`src/logic/fbr_pkg.sv`:
```
/*
  shared constants and types for the flash burst read engine.
  assumes 16-bit words, 24-bit word address, 16 banks on the top bits.
*/
package fbr_pkg;
  localparam int ADDR_W     = 24;
  localparam int DATA_W     = 16;
  localparam int FIFO_DEPTH = 8;
  localparam int LINE_BITS  = 7;   // 128-word line
  localparam int BANK_LSB   = 20;  // bank = address[23:20]
  // configuration word after power-up or hardware reset
  localparam logic [15:0] CFG_RESET = 16'hafc8;
  // initial latency codes and the edge on which first data is valid
  localparam logic [2:0] LAT_5   = 3'h3;
  localparam logic [2:0] LAT_6   = 3'h4;
  localparam logic [2:0] LAT_7   = 3'h5;
  localparam logic [2:0] EDGES_5 = 3'h5;
  localparam logic [2:0] EDGES_6 = 3'h6;
  localparam logic [2:0] EDGES_7 = 3'h7;
  // burst length codes and word counts
  localparam logic [2:0] BL_CONT = 3'h0;
  localparam logic [2:0] BL_8    = 3'h2;
  localparam logic [2:0] BL_16   = 3'h3;
  localparam logic [2:0] BL_32   = 3'h4;
  localparam logic [5:0] LEN_8   = 6'h08;
  localparam logic [5:0] LEN_16  = 6'h10;
  localparam logic [5:0] LEN_32  = 6'h20;

  typedef struct packed {
    logic       read_mode_select_bit;
    logic       high_density_wait_bit;
    logic [2:0] initial_latency_field;
    logic [6:0] ready_cfg_bits;
    logic       wrap_enable_bit;
    logic [2:0] burst_length_field;
  } fbr_cfg_s;

  // host pins as one sampled group
  typedef struct packed {
    logic              cs_n;
    logic              avd_n;
    logic              bclk;
    logic [ADDR_W-1:0] addr;
  } fbr_pins_s;

  typedef enum logic [2:0] {
    ST_IDLE, ST_LATENCY, ST_BURST, ST_GAP, ST_STATUS, ST_DONE
  } fbr_state_e;
endpackage : fbr_pkg

```
`src/logic/fbr_burst_engine.sv`:
```
/*
  burst read engine with configuration register and prefetch fifo.
  assumes host pins are asynchronous to clock and that the array returns
  a word the cycle after array_req; bank_busy comes from the write engine.
*/
`timescale 1ns/1ps

// prefetch buffer between array and burst output
module fbr_fifo #(
  parameter int W = 16,
  parameter int D = 8
) (
  input  wire logic                 clock,     // core clock
  input  wire logic                 rst_n,     // async reset
  input  wire logic                 flush,     // drop all words
  input  wire logic                 in_valid,  // push request
  output logic                      in_ready,  // room left
  input  wire logic [W-1:0]         in_data,   // pushed word
  output logic                      out_valid, // word available
  input  wire logic                 out_ready, // pop request
  output logic [W-1:0]              out_data,  // head word
  output logic [$clog2(D):0]        count      // words held
);
  localparam int AW = $clog2(D);
  logic [W-1:0]  mem [D];
  logic [AW-1:0] wr_ptr, rd_ptr, next_wr_ptr, next_rd_ptr;
  logic [AW:0]   next_count;
  logic          push, pop;

  assign in_ready  = (count != (AW+1)'(D));
  assign out_valid = (count != '0);
  assign out_data  = mem[rd_ptr];
  assign push      = in_valid && in_ready && !flush;
  assign pop       = out_valid && out_ready && !flush;

  // pointer and count update, flush wins
  always_comb begin
    next_wr_ptr = flush ? '0 : wr_ptr + AW'(push);
    next_rd_ptr = flush ? '0 : rd_ptr + AW'(pop);
    next_count  = flush ? '0 : count + (AW+1)'(push) - (AW+1)'(pop);
  end

  always_ff @(posedge clock or negedge rst_n) begin
    if (!rst_n) begin
      wr_ptr <= '0;
      rd_ptr <= '0;
      count  <= '0;
    end else begin
      wr_ptr <= next_wr_ptr;
      rd_ptr <= next_rd_ptr;
      count  <= next_count;
    end
  end

  // storage carries no reset
  always_ff @(posedge clock) begin
    if (push) begin
      mem[wr_ptr] <= in_data;
    end
  end
endmodule : fbr_fifo

//
// Contract
// - continuous burst counts upward and rolls from top address to zero
// - continuous burst ends only on chip select high or reset
// - address_valid_n low with new address restarts the access
// - crossing a 128-word line inserts one wait edge; the code inserts none when the next word's bank is busy
// - burst into busy bank outputs status and ignores further edges
// - wrap burst reads 8/16/32 words inside its aligned group
// - wrap burst never inserts line-crossing waits
// - non-wrap linear burst outputs 8/16/32 words then stops
// - non-wrap linear burst gets the line-crossing wait
// - reset selects asynchronous mode and default configuration
// - configuration survives chip select going high
// - configuration word is readable back
// - read_mode_select_bit 0 synchronous, 1 asynchronous, default 1
// - latency codes 011/100/101 give data on edge 5/6/7
// - initial wait edges come before the first word
// - wrap_enable_bit 1 wraps linear bursts, ignored when continuous
// - length codes 000 continuous, 010/011/100 give 8/16/32 words
// - ready marks each valid word, low during waits
module fbr_burst_engine (
  input  wire logic        clock,           // core clock, 250 MHz
  input  wire logic        rst_n,           // hardware reset, async
  input  wire logic        chip_select_n,   // host chip select pin
  input  wire logic        address_valid_n, // host address strobe pin
  input  wire logic        burst_clk,       // host burst clock pin
  input  wire logic [23:0] address,         // host address pins
  input  wire logic        cfg_write,       // set-configuration strobe
  input  wire logic [15:0] cfg_wdata,       // new configuration word
  input  wire logic [15:0] bank_busy,       // bank programming/erasing
  input  wire logic [15:0] status_word,     // status shown on busy bank
  input  wire logic [15:0] array_data,      // word, cycle after request
  output logic      [23:0] array_addr,      // array fetch address
  output logic             array_req,       // array fetch pulse
  output logic      [15:0] data_out,        // burst data pins
  output logic             ready,           // data valid on pins
  output logic      [15:0] cfg_rdata,       // configuration read-back
  output logic             async_mode       // 1 while asynchronous
);
  fbr_pkg::fbr_pins_s  pin_s1, pin_s2, pin_s3, pin_in;
  fbr_pkg::fbr_cfg_s   cfg, next_cfg;
  fbr_pkg::fbr_state_e state, next_state;
  logic [23:0] out_addr, next_out_addr, adv_addr;
  logic [23:0] next_array_addr, fetch_addr, next_fetch_addr;
  logic [5:0]  word_cnt, next_word_cnt, fetch_cnt, next_fetch_cnt;
  logic [5:0]  len;
  logic [2:0]  lat_cnt, next_lat_cnt, lat_edges;
  logic [15:0] next_data_out;
  logic        next_ready, next_array_req, req_q, next_req_q;
  logic        fetch_on, next_fetch_on, edge_p, flush, pop, wrap_lin;
  logic        do_emit, fifo_in_ready, fifo_out_valid;
  logic [15:0] fifo_out_data;
  logic [3:0]  fifo_count;

  // words in a linear burst, zero for continuous
  function automatic logic [5:0] burst_len(input logic [2:0] code);
    case (code)
      fbr_pkg::BL_8:  burst_len = fbr_pkg::LEN_8;
      fbr_pkg::BL_16: burst_len = fbr_pkg::LEN_16;
      fbr_pkg::BL_32: burst_len = fbr_pkg::LEN_32;
      default:        burst_len = 6'h00;
    endcase
  endfunction : burst_len

  // next word address, confined to the aligned group when wrapping
  function automatic logic [23:0] next_addr(input logic [23:0] a,
                                            input logic [5:0]  n,
                                            input logic        wrap);
    logic [23:0] mask;
    mask = {18'h00000, n} - 24'h000001;
    if (wrap)
      next_addr = (a & ~mask) | ((a + 24'h000001) & mask);
    else
      next_addr = a + 24'h000001;
  endfunction : next_addr

  assign pin_in    = '{cs_n: chip_select_n, avd_n: address_valid_n,
                       bclk: burst_clk, addr: address};
  assign edge_p    = pin_s2.bclk && !pin_s3.bclk;
  assign len       = burst_len(cfg.burst_length_field);
  assign wrap_lin  = cfg.wrap_enable_bit && (len != 6'h00);
  assign adv_addr  = next_addr(out_addr, len, wrap_lin);
  assign cfg_rdata = cfg;
  assign async_mode = cfg.read_mode_select_bit;

  always_comb begin
    case (cfg.initial_latency_field)
      fbr_pkg::LAT_5: lat_edges = fbr_pkg::EDGES_5;
      fbr_pkg::LAT_6: lat_edges = fbr_pkg::EDGES_6;
      default:        lat_edges = fbr_pkg::EDGES_7;
    endcase
  end

  // pins pass two flops; third stage only for edge finding
  always_ff @(posedge clock or negedge rst_n) begin
    if (!rst_n) begin
      pin_s1 <= '{cs_n: 1'b1, avd_n: 1'b1, bclk: 1'b0, addr: 24'h000000};
      pin_s2 <= '{cs_n: 1'b1, avd_n: 1'b1, bclk: 1'b0, addr: 24'h000000};
      pin_s3 <= '{cs_n: 1'b1, avd_n: 1'b1, bclk: 1'b0, addr: 24'h000000};
    end else begin
      pin_s1 <= pin_in;
      pin_s2 <= pin_s1;
      pin_s3 <= pin_s2;
    end
  end

  // configuration kept across chip select, only reset restores it
  always_comb begin
    next_cfg = cfg_write ? fbr_pkg::fbr_cfg_s'(cfg_wdata) : cfg;
  end

  // burst sequencer, acts once per burst clock rising edge
  always_comb begin
    next_state    = state;
    next_lat_cnt  = lat_cnt;
    next_out_addr = out_addr;
    next_word_cnt = word_cnt;
    next_data_out = data_out;
    next_ready    = ready;
    flush         = 1'b0;
    pop           = 1'b0;
    do_emit       = 1'b0;
    // chip select high ends the burst even with the burst clock parked
    if (pin_s2.cs_n) begin
      next_state = fbr_pkg::ST_IDLE;
      next_ready = 1'b0;
    end else if (edge_p) begin
      if (!pin_s2.avd_n) begin
        flush         = 1'b1;
        next_out_addr = pin_s2.addr;
        next_word_cnt = 6'h00;
        next_lat_cnt  = 3'h0;
        next_ready    = 1'b0;
        next_state    = cfg.read_mode_select_bit ? fbr_pkg::ST_IDLE
                                                 : fbr_pkg::ST_LATENCY;
      end else begin
        case (state)
          fbr_pkg::ST_LATENCY: begin
            next_lat_cnt = lat_cnt + 3'h1;
            do_emit      = (next_lat_cnt == lat_edges);
          end
          fbr_pkg::ST_BURST: begin
            do_emit = 1'b1;
          end
          fbr_pkg::ST_GAP: begin
            next_ready = 1'b0;
            next_state = fbr_pkg::ST_BURST;
          end
          fbr_pkg::ST_DONE: begin
            next_ready = 1'b0;
          end
          default: begin
            next_state = state;
          end
        endcase
        if (do_emit) begin
          if (bank_busy[out_addr[23:fbr_pkg::BANK_LSB]]) begin
            next_data_out = status_word;
            next_ready    = 1'b1;
            next_state    = fbr_pkg::ST_STATUS;
          end else if (fifo_out_valid) begin
            pop           = 1'b1;
            next_data_out = fifo_out_data;
            next_ready    = 1'b1;
            next_out_addr = adv_addr;
            next_word_cnt = word_cnt + 6'h01;
            if (len != 6'h00 && next_word_cnt == len)
              next_state = fbr_pkg::ST_DONE;
            else if (!wrap_lin &&
                     adv_addr[fbr_pkg::LINE_BITS-1:0] == 7'h00 &&
                     !bank_busy[adv_addr[23:fbr_pkg::BANK_LSB]])
              next_state = fbr_pkg::ST_GAP;
            else
              next_state = fbr_pkg::ST_BURST;
          end else begin
            next_ready = 1'b0;
            next_state = fbr_pkg::ST_BURST;
          end
        end
      end
    end
  end

  // prefetch: keep the fifo topped up without overrunning it
  always_comb begin
    next_fetch_on   = fetch_on;
    next_fetch_addr = fetch_addr;
    next_fetch_cnt  = fetch_cnt;
    next_array_req  = 1'b0;
    next_array_addr = array_addr;
    next_req_q      = array_req && !flush;
    if (pin_s2.cs_n) begin
      next_fetch_on = 1'b0;
    end
    if (flush) begin
      next_fetch_on   = !cfg.read_mode_select_bit;
      next_fetch_addr = pin_s2.addr;
      next_fetch_cnt  = 6'h00;
    end else if (fetch_on && fifo_in_ready &&
                 (fifo_count + 4'(array_req) + 4'(req_q)) <
                 4'(fbr_pkg::FIFO_DEPTH) &&
                 (len == 6'h00 || fetch_cnt < len)) begin
      next_array_req  = 1'b1;
      next_array_addr = fetch_addr;
      next_fetch_addr = next_addr(fetch_addr, len, wrap_lin);
      next_fetch_cnt  = fetch_cnt + 6'h01;
    end
  end

  always_ff @(posedge clock or negedge rst_n) begin
    if (!rst_n) begin
      cfg        <= fbr_pkg::fbr_cfg_s'(fbr_pkg::CFG_RESET);
      state      <= fbr_pkg::ST_IDLE;
      lat_cnt    <= 3'h0;
      out_addr   <= 24'h000000;
      word_cnt   <= 6'h00;
      data_out   <= 16'h0000;
      ready      <= 1'b0;
      fetch_on   <= 1'b0;
      fetch_addr <= 24'h000000;
      fetch_cnt  <= 6'h00;
      array_req  <= 1'b0;
      array_addr <= 24'h000000;
      req_q      <= 1'b0;
    end else begin
      cfg        <= next_cfg;
      state      <= next_state;
      lat_cnt    <= next_lat_cnt;
      out_addr   <= next_out_addr;
      word_cnt   <= next_word_cnt;
      data_out   <= next_data_out;
      ready      <= next_ready;
      fetch_on   <= next_fetch_on;
      fetch_addr <= next_fetch_addr;
      fetch_cnt  <= next_fetch_cnt;
      array_req  <= next_array_req;
      array_addr <= next_array_addr;
      req_q      <= next_req_q;
    end
  end

  fbr_fifo #(.W(fbr_pkg::DATA_W), .D(fbr_pkg::FIFO_DEPTH)) u_fifo (
    .clock     (clock),
    .rst_n     (rst_n),
    .flush     (flush),
    .in_valid  (req_q),
    .in_ready  (fifo_in_ready),
    .in_data   (array_data),
    .out_valid (fifo_out_valid),
    .out_ready (pop),
    .out_data  (fifo_out_data),
    .count     (fifo_count)
  );
endmodule : fbr_burst_engine

```
`config.mk`:
```
export PLATFORM = sky130hd
export DESIGN_NAME = fbr_burst_engine
export DESIGN_NICKNAME = d
export VERILOG_FILES = /design/src/logic/fbr_pkg.sv /design/src/logic/fbr_burst_engine.sv
export SDC_FILE = /design/constraint.sdc
export NUM_CORES = 1
export LEC_CHECK = 0
export BUFFER_PORTS_ARGS = -buffer_cell sky130_fd_sc_hd__buf_2
export CAP_MARGIN = 0
export CORE_ASPECT_RATIO = 1.1
export CORE_MARGIN = 3
export CORE_UTILIZATION = 45
export DETAILED_ROUTE_END_ITERATION = 10
export HOLD_SLACK_MARGIN = 0.03
export PLACE_DENSITY = 0.64
export SYNTH_ARGS = -nofsm -noshare
export SYNTH_HDL_FRONTEND = slang
export SYNTH_SLANG_ARGS = --single-unit
```
`constraint.sdc`:
```
create_clock -name clock -period 3.3 [get_ports clock]
set_clock_uncertainty 0.05 [all_clocks]
set_input_delay 0.825 -clock clock [delete_from_list [all_inputs] [get_ports clock]]
set_output_delay 0.825 -clock clock [all_outputs]
set_load 0.02 [all_outputs]
```
== After elaboration in Yosys (flattened, before gate mapping) ==
Memories as Yosys holds them, arrays and structs flattened.
Index checks and enable logic that the tools add are counted.
W data, S select, Z words.

* Bits in registers: 191
* Bits in latches: 0
* Bits in writable memories: 128
* Bits in read-only memories: 0
* Output and inout port bits: 59
* Word-level logic and storage cells: 170
* Memories: 1

* Add/sub/neg operators: 12
* $mul: 0
* Divide/modulo/power cells: 0
* Order comparisons: 4
* Eq/ne operators: 18
* Shift-type cells: 0
* Mux-type cells: 62
* Bitwise gates (word level): 9
* Reduce and logical (&&, ||, !) cells: 34

{| class="wikitable"
|+ Memories
! name !! words !! bits a word !! read ports !! clocked after memory_dff !! write ports !! line !! RTL
|-
| u_fifo.mem || 8 || 16 || 1 || 0 || 1 || fbr_burst_engine.sv:25 || <nowiki>logic [W-1:0] mem [D];</nowiki>
|}

{| class="wikitable"
|+ Operators by type and width
! cell !! count
|-
| $mux W24 || 8
|-
| $and A24 B24 Y24 || 4
|-
| $add A24 B1 Y24 const B || 2
|-
| $or A24 B24 Y24 || 2
|-
| $mux W3 || 12
|-
| $mux W6 || 6
|-
| $mux W16 || 2
|-
| $mux W1 || 28
|-
| $not A24 Y24 || 1
|-
| $pmux W6 S3 || 1
|-
| $eq A3 B2 Y1 const B || 5
|-
| $logic_and A1 B1 Y1 || 13
|-
| $add A4 B1 Y4 || 3
|-
| $add A6 B1 Y6 const B || 2
|-
| $lt A4 B5 Y1 const B || 2
|-
| $reduce_and A5 Y1 || 2
|-
| $eq A3 B3 Y1 const B || 3
|-
| $bmux W1 S4 || 2
|-
| $reduce_bool A2 Y1 || 4
|-
| $logic_not A7 Y1 || 1
|-
| $sub A6 B1 Y7 const B || 1
|-
| $add A3 B1 Y3 || 2
|-
| $eq A6 B6 Y1 || 1
|-
| $logic_not A6 Y1 || 1
|-
| other kinds (22) || 31
|}

== Depth between registers and ports, before layout ==
* Depth after elaboration: 19
* Depth in mapped cells: 14
* Depth with buffers taken out: 14

== By module ==
Synthesis repeated with hierarchy kept, for this count alone.

* Cell total of the unflattened synthesis: 1,027
* Area, all modules: 13,905.8 um^2

{| class="wikitable"
|+ By module, submodules not included
! module !! instances !! cells each !! area each (um^2)
|-
| fbr_burst_engine || 1 || 777 || 8,364.3
|-
| fbr_fifo || 1 || 250 || 5,541.6
|}

== Worst setup path after synthesis ==
OpenSTA, ideal clock, no wires.

* Kind: input to register
* Start: in bank_busy[3]
* End: reg u_fifo.count[1]
* Setup time: 119 ps
* Arrival: 3,493 ps
* Data required time: 3,131 ps
* Path slack: -362 ps
* Cell stages on the path: 11
* Buffers on the path: 0
* Cells stage by stage: mux4_2 > mux2i_1 > mux2i_2 > a2111oi_2 > nand3_1 > inv_2 > ha_1 > inv_1 > ha_1 > fa_1 > and2_1

* Longest elaborated chain between the ends: 11

{| class="wikitable"
|+ RTL lines
! what !! line !! RTL
|-
| start, declared || fbr_burst_engine.sv:92 || <nowiki>input wire logic [15:0] bank_busy,</nowiki>
|-
| $bmux W1 S4 || fbr_burst_engine.sv:219 || <nowiki>if (bank_busy[out_addr[23:fbr_pkg::BANK_LSB]]) begin</nowiki>
|-
| $mux W1 (implied by the code) || fbr_burst_engine.sv:219 ||
|-
| $mux W1 || fbr_burst_engine.sv:219 ||
|-
| $mux W1 || fbr_burst_engine.sv:218 || <nowiki>if (do_emit) begin</nowiki>
|-
| $mux W1 || fbr_burst_engine.sv:190 || <nowiki>if (!pin_s2.avd_n) begin</nowiki>
|-
| $mux W1 || fbr_burst_engine.sv:189 || <nowiki>end else if (edge_p) begin</nowiki>
|-
| $mux W1 || fbr_burst_engine.sv:186 || <nowiki>if (pin_s2.cs_n) begin</nowiki>
|-
| $logic_and A1 B1 Y1 (2 in a row) || fbr_burst_engine.sv:34 || <nowiki>assign pop = out_valid && out_ready && !flush;</nowiki>
|-
| $sub A4 B1 Y4 || fbr_burst_engine.sv:40 || <nowiki>next_count = flush ? '0 : count + (AW+1)'(push) - (AW+1)'(pop);</nowiki>
|-
| $mux W4 || fbr_burst_engine.sv:40 ||
|-
| via u_fifo.next_count[1] || fbr_burst_engine.sv:27 || <nowiki>logic [AW:0] next_count;</nowiki>
|-
| end signal, assigned || fbr_burst_engine.sv:51 || <nowiki>count <= next_count;</nowiki>
|-
| end, declared || fbr_burst_engine.sv:22 || <nowiki>output logic [$clog2(D):0] count</nowiki>
|}

The timed path passes the listed nets, and every way through them passes these cells. The select of a mux whose other input is x is not followed.
A chain may end at the register's enable or synchronous reset.

== Final worst setup path ==
* Start: reg cfg, in the netlist cfg_rdata[13]
* End: reg u_fifo.count[1]

* Longest elaborated chain between the ends: 15

{| class="wikitable"
|+ RTL lines
! what !! line !! RTL
|-
| start, declared || fbr_burst_engine.sv:103 || <nowiki>fbr_pkg::fbr_cfg_s cfg, next_cfg;</nowiki>
|-
| start signal, assigned || fbr_burst_engine.sv:274 || <nowiki>cfg <= fbr_pkg::fbr_cfg_s'(fbr_pkg::CFG_RESET);</nowiki>
|-
| start signal, assigned || fbr_burst_engine.sv:288 || <nowiki>cfg <= next_cfg;</nowiki>
|-
| $eq A3 B3 Y1 / $eq A3 B2 Y1 (equally long branches) || fbr_burst_engine.sv:149 || <nowiki>case (cfg.initial_latency_field)</nowiki>
|-
| $pmux W2 S2 (*) || fbr_burst_engine.sv:149 ||
|-
| $eq A3 B3 Y1 (*) || fbr_burst_engine.sv:202 || <nowiki>do_emit = (next_lat_cnt == lat_edges);</nowiki>
|-
| $pmux W1 S2 (*) || fbr_burst_engine.sv:199 || <nowiki>case (state)</nowiki>
|-
| $mux W1 (*) || fbr_burst_engine.sv:190 ||
|-
| $mux W1 (*) || fbr_burst_engine.sv:189 ||
|-
| $mux W1 (*) || fbr_burst_engine.sv:186 ||
|-
| $mux W1 (*) || fbr_burst_engine.sv:218 ||
|-
| $mux W1 (*) || fbr_burst_engine.sv:190 ||
|-
| $mux W1 (*) || fbr_burst_engine.sv:189 ||
|-
| $mux W1 (*) || fbr_burst_engine.sv:186 ||
|-
| $logic_and A1 B1 Y1 (*) (2 in a row) || fbr_burst_engine.sv:34 ||
|-
| $sub A4 B1 Y4 (*) || fbr_burst_engine.sv:40 ||
|-
| $mux W4 (*) || fbr_burst_engine.sv:40 ||
|-
| via u_fifo.next_count[1] || fbr_burst_engine.sv:27 ||
|}

The timed path passes the listed nets; every way through them passes the cells marked *. The select of a mux whose other input is x is not followed.

==> impl_results.md <==
* CP most frequent cell: ha_1
* Worst EP required at 3.64 ns
* CTS tree: done
* Share of the synthesized area in the top cell type at 32.43%
* Die W at 172.6 um
* Hold Fails Final Rpt at 0
* Crit path capture type: flip-flop
* Cells along the critical path: or4bb_1, nor2_4, o311ai_4, a2111oi_4, nand3_2, inv_2, ha_1, inv_1, ha_1, fa_1, and2_1
* Post-synth net total at 1172
* Largest net degree at the start of global routing at 63
* Final net count at 1365
* Final wirelength at 30730 um
* Total Routing Usage GR at 18.91%
* Pwr per Cell Area at 613.1 mW/mm^2
* Initial antenna violation count at 2
* Ratio of cells with drive above 1 in the final layout at 29.23%
* DRC Markers at 0
* Worst Tran Pin Value at 0.9983 ns
* Fmax at 322.5 MHz
* Layout area overhead at 21.28%
* Maxcap violations at 0
* Antenna Nets Post-Route at 0
* Setup WS pre-CTS at -0.3248 ns
* Fill cells at 2464
* Crit path largest cell delay at 0.55 ns
* Syn_area_per_cell at 13.00 um^2
* Port bufs at 152
* IO Pins at 153
* Largest vdd supply drop at 0.5231 mV
* Final instance area at 0.01666 mm^2
* Sequential fraction of the synthesis area at 62.91%
* Drt wl/cell at 18.25 um
* R2R setup slack at 0.20 ns
* Number of DRC markers in iteration 0 at 701
* Fin util at 55.87%
* First-pass iteration count of the detailed router at 5
* Die Y at 189.2 um
* Gpl congestion at 0.8324
* Cells after Synth at 1056
* Outcome: complete, no violations
* Antenna fix cells at 0
* Via count of the first global-routing pass at 9194
* Dpl cell area at 0.01534 mm^2
* Count of pins over their slew limit at 0
* Slowest CP cell: dfstp_2
* Congestion Overflow GR at 0
* Synthesized area at 0.01373 mm^2
* Placed Cells at 1619
* Leakage at 6.910 nW
* Die ar. at 0.03265 mm^2
* Final period util at 93.96%
* Crit-path leading delay family: simple AND/OR/NAND/NOR gates
* Std cell rows at 66
* Minimum clock period at 3.101 ns
* Via/cell ratio at 5.382
* Final setup viols at 0
* Setup TNS at 0 ns
* Clock latency on the worst-skew pair at 0.52 ns
* First-pass GRT wire length at 49500 um
* Worst hold path type: input port to asynchronous set/reset pin
* Number of non-filler instances in the completed layout at 1684
* Synth Register Bits at 319
* Critical path peak fanout at 5
* H-tree depth at 2
* Arrival time worst endpoint at 3.44 ns
* Area leader, netlist: dfrtp_1
* Final worst slack at 0.1995 ns
* Main synth FF type: dfrtp_1
* Post-synth EDFFs at 128
* CP Class: flip-flop to flip-flop
* Worst-path clk slew at 0.06 ns
* Slew HR at 33.45%
* Async SR Flop Fraction at 59.87%
* Total CTS buffers at 35
* CTS sink cnt at 319
* Synth warn at 0
* Routed vias at 9064
* Startpoint Class: flip-flop
* Largest cells by area after synthesis: dfrtp_1 (32%), edfxtp_1 (28%), mux4_2 (6.2%), nand2_1 (3.7%), mux2_2 (3.0%)
* Core area at 0.02981 mm^2
* WP buf/inv at 2
* Initial Util at 46.07%
* Post-synth cell types at 71
* Clock root buffer: clkbuf_16
* Detail Placement HPWL at 20880 um
* Clk buf depth at 3
-- cell usage after synthesis (13+ instances only) --
master / number
nor2_1: 76
and3_1: 15
o21ai_0: 54
nor3_1: 14
inv_1: 19
xnor2_1: 25
xor2_1: 17
ha_1: 21
a21oi_1: 47
mux2i_1: 35
nand3_1: 29
dfstp_2: 13
mux2_2: 37
mux4_2: 38
nand2_1: 137
edfxtp_1: 128
clkbuf_1: 40
dfrtp_1: 178
-- area by class of cell --
cell class	instances	area [um^2]	area share, %
sequential	319	8642	51.89
inverter	20	75.07	0.4507
multi-input combinational	667	4931	29.60
clock inverter	19	245.2	1.472
tap	408	510.5	3.065
timing repair buffer	206	1254	7.527
clock buffer	45	998.5	5.995
-- power breakdown --
part / internal [mW] / switching, mW / total [mW]
Sequential: 4.47 / 0.296 / 4.77
Combinational: 0.554 / 0.777 / 1.33
Clock: 2.55 / 1.57 / 4.11
Total: 7.57 / 2.64 / 10.2
-- final timing paths --
kind / from / to / cells after the start
setup / recovery: cfg_rdata[13]$_DFFE_PN1P_ / u_fifo.count[1]$_DFF_PN0_ / 11
hold / removal: rst_n / pin_s2[23]$_DFF_PN0_ / 1
setup reg to reg: cfg_rdata[13]$_DFFE_PN1P_ / u_fifo.count[1]$_DFF_PN0_ / 11
hold reg to reg: pin_s1[17]$_DFF_PN0_ / pin_s2[17]$_DFF_PN0_ / 0
max in group asynchronous: rst_n / array_addr[8]$_DFFE_PN0P_ / 2
min in group clock: pin_s1[17]$_DFF_PN0_ / pin_s2[17]$_DFF_PN0_ / 0
-- metal layers --
layer	global-route usage [%]	routed length (um)	up-vias
met4	6.365	878	4
li1	-	-	4238
met2	31.60	14790	275
met1	25.04	13210	4477
met3	3.730	1842	70
met5	0	14	-
-- placed cells by master, fill, tap and decap left out, types with 4 or more instances in the layout --
cell,n
a21oi_1,47
a31oi_1,7
and2_1,12
and3_1,15
and4_1,4
buf_12,6
buf_2,151
buf_4,47
bufinv_16,5
clkbuf_16,36
clkbuf_8,7
clkinv_2,5
dfrtp_1,176
dfstp_2,13
edfxtp_1,128
ha_1,21
inv_1,19
mux2_2,37
mux2i_1,33
mux4_2,38
nand2_1,137
nand2b_1,7
nand3_1,28
nand4_1,6
nor2_1,73
nor2b_1,6
nor3_1,12
nor3b_1,4
o21ai_0,54
o22ai_1,12
or3_1,6
xnor2_1,24
xor2_1,17
-- cell families after synthesis --
family                     count (synthesis)  synth area share (%)
buffers and inverters                     70                 1.968
and+or+nand+nor                          331                 11.18
DFF                                      319                 62.91
adders and majority gates                 22                 2.059
AOI/OAI and AO/OA                        160                 7.125
xor gates and xnor gates                  43                 2.843
muxes                                    111                 11.92
-- through the flow --
stage | total power [mW] | hold slack (ns)
after floorplan | 5.624 | 0.2812
after global placement | 6.132 | 0.2836
after detailed placement | 6.170 | 0.2847
after CTS | 10.33 | 0.2557
after global routing | 10.69 | 0.2784
final | 10.21 | 0.2515
-- timing repair --
action	CTS	global route
hold buffers	0	0
buffers inserted	0	1
pin swaps	0	1
gates resized for setup	2	11
setup endpoints to repair	5	31
(Power assumes the default switching activity.)
